`src/design/iom_consts.vh`:
```
/*
 * constants for the io line function mux: bank width, power-up function
 * selects and pull-up defaults, and register offsets.
 * assumes inclusion by bare name from the design modules.
 */
`ifndef IOM_CONSTS_VH
`define IOM_CONSTS_VH
//----------------------------------------------------------------
// bank geometry
//----------------------------------------------------------------
`define IOM_LINES        32
//----------------------------------------------------------------
// power-up selects: periph enable (1=peripheral) and A/B (1=B)
//----------------------------------------------------------------
`define IOM_A_PER_RST    32'hFCE00000
`define IOM_A_SELB_RST   32'h00600000
`define IOM_B_PER_RST    32'hF0000000
`define IOM_B_SELB_RST   32'h00000000
`define IOM_C_PER_RST    32'h00000000
`define IOM_C_SELB_RST   32'h00000000
`define IOM_A_PULL_RST   32'hFEFFFFFF
`define IOM_A_PULL_MASK  32'hFEFFFFFF
`define IOM_ALL_RST      32'hFFFFFFFF
`define IOM_BOOT_LINE    24
//----------------------------------------------------------------
// register map per bank, bank stride 0x40
//----------------------------------------------------------------
`define IOM_OFF_PER      4'h0
`define IOM_OFF_SELB     4'h1
`define IOM_OFF_OEN      4'h2
`define IOM_OFF_OUT      4'h3
`define IOM_OFF_PULL     4'h4
`define IOM_OFF_PIN      4'h5
`define IOM_OFF_BOOT     4'h6
`define IOM_RESP_OKAY    2'h0
`define IOM_RESP_SLVERR  2'h2
`endif

```
`src/design/iom_axil_slave.v`:
```
/*
 * axi4-lite slave front end: one write and one read at a time, turns
 * bus accesses into a register write strobe and a read address.
 * assumes a single clock and a combinational read data source.
 */
`timescale 1ns/1ns
`include "iom_consts.vh"
module iom_axil_slave (
    // clock and reset
    input  wire        core_clk,
    input  wire        srst,
    // write channels
    input  wire [7:0]  awaddr,
    input  wire        awvalid,
    output reg         awready,
    input  wire [31:0] wdata,
    input  wire [3:0]  wstrb,
    input  wire        wvalid,
    output reg         wready,
    output reg  [1:0]  bresp,
    output reg         bvalid,
    input  wire        bready,
    // read channels
    input  wire [7:0]  araddr,
    input  wire        arvalid,
    output reg         arready,
    output reg  [31:0] rdata,
    output reg  [1:0]  rresp,
    output reg         rvalid,
    input  wire        rready,
    // register side
    output reg         regWr,
    output reg  [7:0]  regWrAddr,
    output reg  [31:0] regWrData,
    output wire [7:0]  regRdAddr,
    input  wire [31:0] regRdData,
    input  wire        regRdOk,
    input  wire        regWrOk
);
reg        awHave_q;
reg        wHave_q;
reg [7:0]  awAddr_q;
reg [31:0] wData_q;
reg [7:0]  arAddr_q;
reg        rPend_q;
//----------------------------------------------------------------
// write path: catch address and data in either order
//----------------------------------------------------------------
always @(posedge core_clk) begin
    if (srst) begin
        awready   <= 1'b0;
        wready    <= 1'b0;
        awHave_q  <= 1'b0;
        wHave_q   <= 1'b0;
        awAddr_q  <= 8'h00;
        wData_q   <= 32'h00000000;
        bvalid    <= 1'b0;
        bresp     <= `IOM_RESP_OKAY;
        regWr     <= 1'b0;
        regWrAddr <= 8'h00;
        regWrData <= 32'h00000000;
    end else begin
        regWr   <= 1'b0;
        awready <= !awHave_q && !bvalid && !awready && awvalid;
        wready  <= !wHave_q && !bvalid && !wready && wvalid;
        if (awvalid && awready) begin
            awHave_q <= 1'b1;
            awAddr_q <= awaddr;
        end
        if (wvalid && wready) begin
            wHave_q <= 1'b1;
            // partial strobes still write the whole word
            wData_q <= wdata;
        end
        if (awHave_q && wHave_q && !bvalid && !regWr) begin
            regWr     <= 1'b1;
            regWrAddr <= awAddr_q;
            regWrData <= wData_q;
        end
        if (regWr) begin
            bvalid   <= 1'b1;
            bresp    <= regWrOk ? `IOM_RESP_OKAY : `IOM_RESP_SLVERR;
            awHave_q <= 1'b0;
            wHave_q  <= 1'b0;
        end else if (bvalid && bready) begin
            bvalid <= 1'b0;
        end
    end
end
//----------------------------------------------------------------
// read path: address then one data beat
//----------------------------------------------------------------
assign regRdAddr = arAddr_q;
always @(posedge core_clk) begin
    if (srst) begin
        arready  <= 1'b0;
        arAddr_q <= 8'h00;
        rPend_q  <= 1'b0;
        rvalid   <= 1'b0;
        rdata    <= 32'h00000000;
        rresp    <= `IOM_RESP_OKAY;
    end else begin
        arready <= !rPend_q && !rvalid && !arready && arvalid;
        if (arvalid && arready) begin
            arAddr_q <= araddr;
            rPend_q  <= 1'b1;
        end
        if (rPend_q) begin
            rPend_q <= 1'b0;
            rvalid  <= 1'b1;
            rdata   <= regRdOk ? regRdData : 32'h00000000;
            rresp   <= regRdOk ? `IOM_RESP_OKAY : `IOM_RESP_SLVERR;
        end else if (rvalid && rready) begin
            rvalid <= 1'b0;
        end
    end
end
endmodule

```
`src/design/iom_bank.v`:
```
/*
 * one bank of io lines: select registers feed a per-line mux between
 * software, function A and function B, registered toward the pad.
 * assumes synchronous pad inputs and a bus front end that writes it.
 */
`timescale 1ns/1ns
`include "iom_consts.vh"
module iom_bank #(
    parameter [31:0] PER_RST  = 32'h00000000,
    parameter [31:0] SELB_RST = 32'h00000000,
    parameter [31:0] PULL_RST = 32'hFFFFFFFF,
    parameter [31:0] PULL_MSK = 32'hFFFFFFFF
) (
    // clock and reset
    input  wire        core_clk,
    input  wire        srst,
    // register writes
    input  wire        wrEn,
    input  wire [3:0]  wrReg,
    input  wire [31:0] wrData,
    // register state
    output wire [31:0] perEn,
    output wire [31:0] selB,
    output wire [31:0] swOe,
    output wire [31:0] swOut,
    output wire [31:0] pullEn,
    // peripheral side
    input  wire [31:0] funcAOut,
    input  wire [31:0] funcAOe,
    input  wire [31:0] funcBOut,
    input  wire [31:0] funcBOe,
    output wire [31:0] funcAIn,
    output wire [31:0] funcBIn,
    // pad side
    input  wire [31:0] padIn,
    output wire [31:0] padOut,
    output wire [31:0] padOe,
    output wire [31:0] padPull
);
reg [31:0] perEn_q;
reg [31:0] selB_q;
reg [31:0] swOe_q;
reg [31:0] swOut_q;
reg [31:0] pull_q;
reg [31:0] padOut_q;
reg [31:0] padOe_q;
//----------------------------------------------------------------
// select and software registers
//----------------------------------------------------------------
// power-up defaults per bank come in as parameters
always @(posedge core_clk) begin
    if (srst) begin
        perEn_q <= PER_RST;
        selB_q  <= SELB_RST;
        swOe_q  <= 32'h00000000;
        swOut_q <= 32'h00000000;
        pull_q  <= PULL_RST;
    end else if (wrEn) begin
        case (wrReg)
            `IOM_OFF_PER:  perEn_q <= wrData;
            `IOM_OFF_SELB: selB_q  <= wrData;
            `IOM_OFF_OEN:  swOe_q  <= wrData;
            `IOM_OFF_OUT:  swOut_q <= wrData;
            `IOM_OFF_PULL: pull_q  <= wrData & PULL_MSK;
            default: ;
        endcase
    end
end
//----------------------------------------------------------------
// per-line mux, registered so each line changes cleanly
//----------------------------------------------------------------
genvar i;
generate
    for (i = 0; i < `IOM_LINES; i = i + 1) begin : gLine
        // every line updates independently; no bank-wide glitch
        always @(posedge core_clk) begin
            if (srst) begin
                padOut_q[i] <= 1'b0;
                padOe_q[i]  <= 1'b0;
            end else if (!perEn_q[i]) begin
                padOut_q[i] <= swOut_q[i];
                padOe_q[i]  <= swOe_q[i];
            end else if (selB_q[i]) begin
                padOut_q[i] <= funcBOut[i];
                padOe_q[i]  <= funcBOe[i];
            end else begin
                padOut_q[i] <= funcAOut[i];
                padOe_q[i]  <= funcAOe[i];
            end
        end
        // deselected peripheral inputs sit at 0
        assign funcAIn[i] = perEn_q[i] & ~selB_q[i] & padIn[i];
        assign funcBIn[i] = perEn_q[i] &  selB_q[i] & padIn[i];
    end
endgenerate
assign perEn   = perEn_q;
assign selB    = selB_q;
assign swOe    = swOe_q;
assign swOut   = swOut_q;
assign pullEn  = pull_q;
assign padOut  = padOut_q;
assign padOe   = padOe_q;
assign padPull = pull_q;
endmodule

```
`src/design/iom_top.v`:
```
/*
 * io line function mux: three banks of 32 lines, each line under
 * software or one of two peripheral functions, with register access
 * over axi4-lite and a few named peripheral taps.
 * assumes all inputs synchronous to core_clk, srst synchronous high.
 */
// The address map and register access over AXI4-Lite are this design's own decisions.
`timescale 1ns/1ns
`include "iom_consts.vh"
module iom_top (
    // clock and reset
    input  wire        core_clk,
    input  wire        srst,
    // axi4-lite write
    input  wire [7:0]  awaddr,
    input  wire        awvalid,
    output wire        awready,
    input  wire [31:0] wdata,
    input  wire [3:0]  wstrb,
    input  wire        wvalid,
    output wire        wready,
    output wire [1:0]  bresp,
    output wire        bvalid,
    input  wire        bready,
    // axi4-lite read
    input  wire [7:0]  araddr,
    input  wire        arvalid,
    output wire        arready,
    output wire [31:0] rdata,
    output wire [1:0]  rresp,
    output wire        rvalid,
    input  wire        rready,
    // peripheral function outputs and enables, bank A/B/C
    input  wire [95:0] funcAOut,
    input  wire [95:0] funcAOe,
    input  wire [95:0] funcBOut,
    input  wire [95:0] funcBOe,
    // peripheral function inputs
    output reg  [95:0] funcAIn,
    output reg  [95:0] funcBIn,
    // named taps
    input  wire        serialRtsOut,
    input  wire        dspModeOut,
    input  wire        cpuClockMonitor,
    input  wire        dspClockMonitor,
    input  wire        ethTransmitEnable,
    output reg         timerIn0,
    output reg         timerIn1,
    output reg         externalInterrupt1,
    output reg         dspInterrupt1,
    output reg         bootMemorySelect,
    // pads
    input  wire [95:0] padIn,
    output wire [95:0] padOut,
    output wire [95:0] padOe,
    output wire [95:0] padPull
);
wire        regWr;
wire [7:0]  regWrAddr;
wire [31:0] regWrData;
wire [7:0]  regRdAddr;
reg  [31:0] regRdData;
reg         regRdOk;
reg         regWrOk;
wire [95:0] perEn;
wire [95:0] selB;
wire [95:0] swOe;
wire [95:0] swOut;
wire [95:0] pullEn;
wire [95:0] bankAIn;
wire [95:0] bankBIn;
reg  [95:0] aOut;
reg  [95:0] bOut;
reg  [95:0] aOe;
reg  [95:0] bOe;
reg         srstDly_q;
reg         boot_q;
//----------------------------------------------------------------
// bus slave
//----------------------------------------------------------------
iom_axil_slave uSlave (
    .core_clk  (core_clk),
    .srst      (srst),
    .awaddr    (awaddr),
    .awvalid   (awvalid),
    .awready   (awready),
    .wdata     (wdata),
    .wstrb     (wstrb),
    .wvalid    (wvalid),
    .wready    (wready),
    .bresp     (bresp),
    .bvalid    (bvalid),
    .bready    (bready),
    .araddr    (araddr),
    .arvalid   (arvalid),
    .arready   (arready),
    .rdata     (rdata),
    .rresp     (rresp),
    .rvalid    (rvalid),
    .rready    (rready),
    .regWr     (regWr),
    .regWrAddr (regWrAddr),
    .regWrData (regWrData),
    .regRdAddr (regRdAddr),
    .regRdData (regRdData),
    .regRdOk   (regRdOk),
    .regWrOk   (regWrOk)
);
//----------------------------------------------------------------
// write decode: address [7:6] bank, [5:2] register
//----------------------------------------------------------------
always @* begin
    regWrOk = (regWrAddr[7:6] != 2'h3) && (regWrAddr[5:2] <= `IOM_OFF_PULL);
end
//----------------------------------------------------------------
// function wiring, with named taps overlaid on the generic buses
//----------------------------------------------------------------
always @* begin
    aOut = funcAOut;
    bOut = funcBOut;
    aOe  = funcAOe;
    bOe  = funcBOe;
    aOut[10] = serialRtsOut;
    aOe[10]  = 1'b1;
    bOe[10]  = 1'b0;
    bOut[21] = dspClockMonitor;
    bOe[21]  = 1'b1;
    bOut[22] = cpuClockMonitor;
    bOe[22]  = 1'b1;
    aOut[23] = ethTransmitEnable;
    aOe[23]  = 1'b1;
    aOe[24]  = 1'b0;
    aOe[12]  = 1'b0;
    aOe[56]  = 1'b0;
    bOut[56] = dspModeOut;
    bOe[56]  = 1'b1;
end
//----------------------------------------------------------------
// banks, one generate loop with per-bank power-up values
//----------------------------------------------------------------
genvar b;
generate
    for (b = 0; b < 3; b = b + 1) begin : gBank
        iom_bank #(
            .PER_RST  (b == 0 ? `IOM_A_PER_RST :
                       b == 1 ? `IOM_B_PER_RST : `IOM_C_PER_RST),
            .SELB_RST (b == 0 ? `IOM_A_SELB_RST :
                       b == 1 ? `IOM_B_SELB_RST : `IOM_C_SELB_RST),
            .PULL_RST (b == 0 ? `IOM_A_PULL_RST : `IOM_ALL_RST),
            .PULL_MSK (b == 0 ? `IOM_A_PULL_MASK : `IOM_ALL_RST)
        ) uBank (
            .core_clk (core_clk),
            .srst     (srst),
            .wrEn     (regWr && regWrOk && regWrAddr[7:6] == b),
            .wrReg    (regWrAddr[5:2]),
            .wrData   (regWrData),
            .perEn    (perEn[b*32 +: 32]),
            .selB     (selB[b*32 +: 32]),
            .swOe     (swOe[b*32 +: 32]),
            .swOut    (swOut[b*32 +: 32]),
            .pullEn   (pullEn[b*32 +: 32]),
            .funcAOut (aOut[b*32 +: 32]),
            .funcAOe  (aOe[b*32 +: 32]),
            .funcBOut (bOut[b*32 +: 32]),
            .funcBOe  (bOe[b*32 +: 32]),
            .funcAIn  (bankAIn[b*32 +: 32]),
            .funcBIn  (bankBIn[b*32 +: 32]),
            .padIn    (padIn[b*32 +: 32]),
            .padOut   (padOut[b*32 +: 32]),
            .padOe    (padOe[b*32 +: 32]),
            .padPull  (padPull[b*32 +: 32])
        );
    end
endgenerate
//----------------------------------------------------------------
// peripheral inputs, registered so top outputs come from flops
//----------------------------------------------------------------
always @(posedge core_clk) begin
    if (srst) begin
        funcAIn            <= {96{1'b0}};
        funcBIn            <= {96{1'b0}};
        timerIn0           <= 1'b0;
        timerIn1           <= 1'b0;
        externalInterrupt1 <= 1'b0;
        dspInterrupt1      <= 1'b0;
    end else begin
        funcAIn            <= bankAIn;
        funcBIn            <= bankBIn;
        timerIn1           <= bankBIn[10];
        externalInterrupt1 <= bankAIn[12];
        dspInterrupt1      <= bankAIn[12];
        timerIn0           <= bankAIn[56];
    end
end
//----------------------------------------------------------------
// boot memory select: caught at the first edge after reset release
//----------------------------------------------------------------
// sampling only on release keeps later pin wiggles from reaching boot
always @(posedge core_clk) begin
    srstDly_q <= srst;
    if (srst) begin
        boot_q <= 1'b0;
    end else if (srstDly_q) begin
        boot_q <= padIn[`IOM_BOOT_LINE];
    end
end
always @* begin
    bootMemorySelect = boot_q;
end
//----------------------------------------------------------------
// read mux
//----------------------------------------------------------------
always @* begin
    regRdOk   = regRdAddr[7:6] != 2'h3;
    regRdData = 32'h00000000;
    case (regRdAddr[5:2])
        `IOM_OFF_PER:  regRdData = perEn[regRdAddr[7:6]*32 +: 32];
        `IOM_OFF_SELB: regRdData = selB[regRdAddr[7:6]*32 +: 32];
        `IOM_OFF_OEN:  regRdData = swOe[regRdAddr[7:6]*32 +: 32];
        `IOM_OFF_OUT:  regRdData = swOut[regRdAddr[7:6]*32 +: 32];
        `IOM_OFF_PULL: regRdData = pullEn[regRdAddr[7:6]*32 +: 32];
        `IOM_OFF_PIN:  regRdData = padIn[regRdAddr[7:6]*32 +: 32];
        `IOM_OFF_BOOT: regRdData = {31'h00000000, boot_q};
        default:       regRdOk   = 1'b0;
    endcase
end
endmodule

```
`config.mk`:
```
export PLATFORM = sky130hd
export DESIGN_NAME = iom_top
export DESIGN_NICKNAME = d
export VERILOG_FILES = /design/src/design/iom_axil_slave.v /design/src/design/iom_bank.v /design/src/design/iom_top.v
export VERILOG_INCLUDE_DIRS = /design/src /design/src/design
export SDC_FILE = /design/constraint.sdc
export NUM_CORES = 2
export LEC_CHECK = 0
export BUFFER_PORTS_ARGS = -buffer_cell sky130_fd_sc_hd__buf_2
export CORE_AREA = 2 2 413 415
export CTS_CLUSTER_DIAMETER = 120
export DETAILED_ROUTE_END_ITERATION = 8
export DIE_AREA = 0 0 415 417
export PLACE_DENSITY_LB_ADDON = 0.05
export SLEW_MARGIN = 30
export SYNTH_ARGS = -nofsm -noshare
export SYNTH_HDL_FRONTEND = slang
export SYNTH_SLANG_ARGS = --single-unit
```
`constraint.sdc`:
```
create_clock -name core_clk -period 1.8 [get_ports core_clk]
set_input_delay 0.09 -clock core_clk [delete_from_list [all_inputs] [get_ports core_clk]]
set_output_delay 0.09 -clock core_clk [all_outputs]
set_load 0.1 [all_outputs]
```
Word-level counts from Yosys, hierarchy flattened
Cells that the tools add are included.
Widths: inputs -> output; s select.
{"block": "op_classes", "magnitude_cmp": 1, "reduce_logical": 54, "bitwise": 480, "n_eq_ne": 14, "shifts": 6, "mux": 395}
{"op": "$shiftx 96x8->32", "count": 6}
{"op": "$mux 1", "count": 391}
{"op": "$and 1x1->1", "count": 384}
{"op": "$pmux 32 s7", "count": 1}
{"op": "$not 1->1", "count": 96}
{"op": "$mux 32", "count": 1}
{"op": "$reduce_and 2->1", "count": 15}
{"op": "$logic_and 1x1->1", "count": 22}
{"op": "$eq 4x2->1 const B", "count": 4}
{"op": "$eq 4x3->1 const B", "count": 4}
{"op": "$logic_not 1->1", "count": 9}
{"op": "$eq 4x1->1 const B", "count": 2}
{"op": "$logic_not 4->1", "count": 2}
{"op": "$reduce_or 7->1", "count": 1}
{"op": "$le 4x3->1 const B", "count": 1}
{"op": "$mux 2", "count": 2}
{"op": "$ne 2x2->1 const B", "count": 2}
{"op": "$reduce_bool 2->1", "count": 2}
{"op": "$reduce_or 2->1", "count": 2}
{"op": "$eq 2x1->1 const B", "count": 1}
{"op": "$eq 2x2->1 const B", "count": 1}
{"op": "$logic_not 2->1", "count": 1}
{"block": "word_totals", "regBits": 1001, "wordCells": 1181, "output_inout_bits": 526}

Longest topological paths before layout
{"block": "depth", "ltp_word": 5, "ltp_mapped": 9, "mapped_depth_nobuf": 5}

By module
A second synthesis with hierarchy kept.
{"block": "unflattened", "cells_unflattened": 4646, "hier_area_um2": 44976.9}
{"mod": "iom_top", "cells_each": 1184, "n_inst": 1, "area_per_inst_um2": 10508.8}
{"mod": "iom_bank at gBank[2].uBank", "cells_each": 985, "n_inst": 1, "area_per_inst_um2": 9784.4}
{"mod": "iom_bank at gBank[1].uBank", "cells_each": 987, "n_inst": 1, "area_per_inst_um2": 9775.6}
{"mod": "iom_bank at gBank[0].uBank", "cells_each": 987, "n_inst": 1, "area_per_inst_um2": 9678.0}
{"mod": "iom_axil_slave", "cells_each": 503, "n_inst": 1, "area_per_inst_um2": 5230.0}

Worst setup path before layout
No wires, ideal clock.
{"block": "synth_path", "path_type": "register to register", "from": "reg uSlave.bvalid", "to": "reg uSlave.regWrData[12]", "arrival_time_ns": 1.994, "stages_incl_launch_ff": 7, "path_slack_ns": -0.264, "setup_ns": 0.070, "cell_sequence": "dfxtp_1 > nor2_1 > nand3_1 > clkbuf_1 > buf_1 > nand2_1 > a21oi_1"}
{"block": "synth_via", "elab_chain_cells": 3}
{"element": "start, declared", "line": "iom_axil_slave.v:21", "source": "output reg bvalid,"}
{"element": "start signal, assigned", "line": "iom_axil_slave.v:57", "source": "bvalid <= 1'b0;"}
{"element": "start signal, assigned", "line": "iom_axil_slave.v:81", "source": "bvalid <= 1'b1;"}
{"element": "start signal, assigned", "line": "iom_axil_slave.v:86", "source": "bvalid <= 1'b0;"}
{"element": "$logic_not 1->1", "line": "iom_axil_slave.v:75", "source": "if (awHave_q && wHave_q && !bvalid && !regWr) begin"}
{"element": "$logic_and 1x1->1 (2 in a row)", "line": "iom_axil_slave.v:75"}
{"element": "end signal, assigned", "line": "iom_axil_slave.v:78", "source": "regWrData <= wData_q;"}
{"element": "end, declared", "line": "iom_axil_slave.v:34", "source": "output reg [31:0] regWrData,"}
Every way passes these cells.
A chain may end at the register's enable or synchronous reset.

Final worst setup path
{"block": "layout_path", "from": "reg uSlave.arAddr_q[3], in the netlist uSlave.regRdAddr[3]", "to": "reg uSlave.rdata[15]"}
{"block": "layout_via", "elab_chain_cells": 4}
{"element": "start, declared", "line": "iom_axil_slave.v:44", "source": "reg [7:0] arAddr_q;"}
{"element": "start signal, assigned", "line": "iom_axil_slave.v:105", "source": "arAddr_q <= araddr;"}
{"element": "$eq 4x3->1, or another cell as far along", "line": "iom_top.v:216", "source": "case (regRdAddr[5:2])"}
{"element": "$reduce_or 7->1 (no source line)"}
{"element": "$mux 1", "line": "iom_top.v:216"}
{"element": "$mux 32 *", "line": "iom_axil_slave.v:111", "source": "rdata <= regRdOk ? regRdData : 32'h00000000;"}
{"element": "end signal, assigned", "line": "iom_axil_slave.v:111"}
{"element": "end, declared", "line": "iom_axil_slave.v:27", "source": "output reg [31:0] rdata,"}
Mark *: on every way between the ends. The rest lies on a longest branch, timed or not.

==> impl_metrics.env <==
export IMPL_root_buffer="clkbuf_16"
export IMPL_r2r_slack_ns=-0.25
export IMPL_synthArstFlopShare_pct=0
export IMPL_grt_max_degree=139
export IMPL_cts_tree="done"
export IMPL_slowest_stage="o211ai_1"
export IMPL_synth_edff_count=0
export IMPL_p_leak_nw=23.9
export IMPL_grt_pass1_vias=42230
export IMPL_met3_usage_pct=4.00
export IMPL_die_w_um=415
export IMPL_area_growth_syn_to_layout_pct=55.1
export IMPL_drc=0
export IMPL_timing_max_cap_violations=0
export IMPL_p_switching_mw=13.0
export IMPL_synth_seq_area_share_pct=49.9
export IMPL_avgRoutedWirePerCell_um=27.6
export IMPL_cp_max_fo=24
export IMPL_cp_data_required_time_ns=2.43
export IMPL_crit_chain="buf_12, nor3_2, nor2_4, buf_12, o211ai_1, o211ai_1"
export IMPL_first_pass_iters=9
export IMPL_routed_wl_um=242000
export IMPL_reg2reg_from="uSlave.regRdAddr[3]"
export IMPL_cts_made_buffers=121
export IMPL_num_fill_cells=17458
export IMPL_skew_ns=0.0525
export IMPL_cp_top_family="compound AO/OA/AOI/OAI gates"
export IMPL_max_slew_margin_pct=53.6
export IMPL_grt_busiest_layer="met2"
export IMPL_violations="setup timing"
export IMPL_whs_ns=0.0881
export IMPL_critical_path_max_stage_delay_ns=0.53
export IMPL_path_clk_slew_ns=0.07
export IMPL_place_congestion=0.920
export IMPL_die_y_um=417
export IMPL_final_cells=8766
export IMPL_synth_area_leaders="dfxtp_1, nand2_1, a21oi_1, mux2i_1, a211oi_1"
export IMPL_status="finished, violations left"
export IMPL_ys_types=63
export IMPL_ys_flop_type="dfxtp_1"
export IMPL_p_int_mw=39.1
export IMPL_p_comb_share_pct=8.1
export IMPL_grt_pass1_wl_um=335000
export IMPL_p_seq_share_pct=42.4
export IMPL_finalMaxSlewViolations=0
export IMPL_swShare_pct=25.0
export IMPL_hold_violations=0
export IMPL_nets=6987
export IMPL_track_usage_pct=26.9
export IMPL_start_util_pct=23.6
export IMPL_r2r_end="uSlave.rdata[15]"
export IMPL_synth_area_leader_cell="dfxtp_1"
export IMPL_final_common_cell="nand2_1"
export IMPL_place_ws_ns=-0.449
export IMPL_tightest_slew_ns=0.697
export IMPL_clockBufferDepth=3
export IMPL_dp_hpwl_um=181000
export IMPL_reg2reg_depth=6
export IMPL_antenna_found_initial=11
export IMPL_worst_slack_ns=-0.254
export IMPL_io_buffers=1044
export IMPL_clk_insertion_delay_late_ns=0.79
export IMPL_grtUsageMet2_pct=44.7
export IMPL_ys_ff_latch=990
export IMPL_utilization_pct=36.5
export IMPL_rsz0062_at_grt="yes"
export IMPL_vias=42606
export IMPL_vias_per_cell=4.86
export IMPL_cp_data_arrival_time_ns=2.68
export IMPL_hold_depth=4
export IMPL_syn_inst=4730
export IMPL_hold_path_startpoint="funcBOe[70]"
export IMPL_ir_worst_vdd_mv=0.722
export IMPL_final_setup_viol_count=32
export IMPL_final_cell_mix="nand2_1, dfxtp_1, buf_2"
export IMPL_startpoint_type="flop"
export IMPL_antenna_left=0
export IMPL_cp_end_kind="flop"
export IMPL_min_period_over_period_pct=114
export IMPL_dp_cells=7935
export IMPL_holdCritPathClass="primary input to flop"
export IMPL_p_clk_share_pct=49.6
export IMPL_ios=1070
export IMPL_crit_buf_inv=2
export IMPL_hold_path_endpoint="gBank[2].uBank.padOe[6]"
export IMPL_avgSynthCellArea_um2=8.39
export IMPL_die_area_um2=173000
export IMPL_layout_drive_gt1_share_pct=28.9
export IMPL_cts_sinks=990
export IMPL_rows=151
export IMPL_finalCriticalPeriod_ns=2.05
export IMPL_htree_num_levels=3
export IMPL_power_density_nw_per_um2=846
export IMPL_synth_top_cell_area_share_pct=49.9
export IMPL_worstSetupPathType="flop to flop"
export IMPL_fmax_ghz=0.487
export IMPL_core_um2=169000
export IMPL_grt_overflow=0
export IMPL_yosysWarnings=0
export IMPL_grt_use_met1_pct=35.5
export IMPL_syn_area_um2=39700
export IMPL_drtIter0Drc=3168
[worst register-to-register path: cells and delay by family, from the launching register on]
family                 cells  cell delay, ns
flip-flops                 1            0.39
AO/OA/AOI/OAI              2            0.72
AND/OR/NAND/NOR            2            0.47
buffers and inverters      2            0.35
[cells in the mapped netlist (13+ instances only)]
cell type	n
buf_1	35
a211oi_1	191
clkbuf_1	310
nand3b_1	114
a22oi_1	45
mux2_2	22
dfxtp_1	990
o221ai_1	52
o21ai_1	18
nand3_1	33
inv_1	21
nor2b_1	20
a21oi_1	516
nor3b_1	91
buf_4	15
o211ai_1	41
nand2b_1	13
mux2i_1	217
o22ai_1	45
nand2_1	1270
nor2_1	262
buf_2	80
a221oi_1	50
a222oi_1	18
a32o_1	22
nor3_1	103
o21ai_0	29
[metal layers]
layer / up-vias / part of all wire, %
met5: - / 0.016
met4: 6 / 3.6
met3: 304 / 5.2
met1: 20928 / 44
li1: 19893 / -
met2: 1475 / 47
[metrics by stage]
step           TNS, ns  total power [mW]  cell area, µm²
4_1_cts          -4.07              52.6           61100
3_3_place_gp     -8.37              25.7           50100
3_5_place_dp     -9.15              25.7           50100
6_report         -4.03              52.1           61600
5_1_grt          -5.85              53.8           61500
2_1_floorplan        0              24.0           39700
[cells by family after synthesis]
kind of cell	synth area share, %
flip-flops	49.9
AO/OA/AOI/OAI	17.2
AND/OR/NAND/NOR	21.6
multiplexers	6.30
buffers and inverters	4.93
other	0.00945
[what timing repair did]
action	4_1_cts	5_1_grt
pin swaps	34	36
hold endpoints to repair	622	0
cloned	5	1
hold buffers	554	0
endpoints found under the setup margin	154	196
gates resized for setup	216	95
setup buffers	33	12
[worst max-delay path by stage]
stage,startpoint,to,slack [ns],cells after the start
after floorplan,uSlave.regRdAddr[3],uSlave.rdata[30],0.04,7
after global placement,uSlave.regRdAddr[3],uSlave.rdata[15],-0.44,6
after detailed placement,uSlave.regRdAddr[3],uSlave.rdata[15],-0.45,6
after CTS,uSlave.regRdAddr[4],uSlave.rdata[15],-0.21,7
after global routing,uSlave.regRdAddr[4],uSlave.rdata[31],-0.29,8
final,uSlave.regRdAddr[3],uSlave.rdata[15],-0.25,6
[power by group through the flow]
stage          combinational, mW  sequential [mW]  clock, mW
2_1_floorplan               1.01             23.0          0
3_3_place_gp                3.10             22.6          0
3_5_place_dp                3.10             22.6          0
4_1_cts                     4.14             22.1       26.4
5_1_grt                     4.42             22.1       27.3
6_report                    4.19             22.1       25.8
[registers in the layout, summed over array words and instances, names as in the netlist, 32 cells and up]
register	flops
funcAIn	96
funcBIn	96
gBank.uBank.padOe	96
gBank.uBank.padOut	96
gBank.uBank.perEn	96
gBank.uBank.selB	96
gBank.uBank.swOe	96
gBank.uBank.swOut	96
gBank.uBank.padPull	95
uSlave.rdata	32
uSlave.regWrData	32
uSlave.wData_q	32
[layout make-up]
class | count | area (µm²) | share of cell area [%]
sequential | 990 | 19900 | 32.3
multi-input combinational | 3274 | 18800 | 30.6
timing repair buffer | 2034 | 15800 | 25.7
clock buffer | 185 | 3670 | 5.96
tap | 2218 | 2780 | 4.51
clock inverter | 38 | 500 | 0.813
inverter | 22 | 82.6 | 0.134
antenna | 5 | 12.5 | 0.0203
Note: power is estimated with default switching activity, not from simulation.
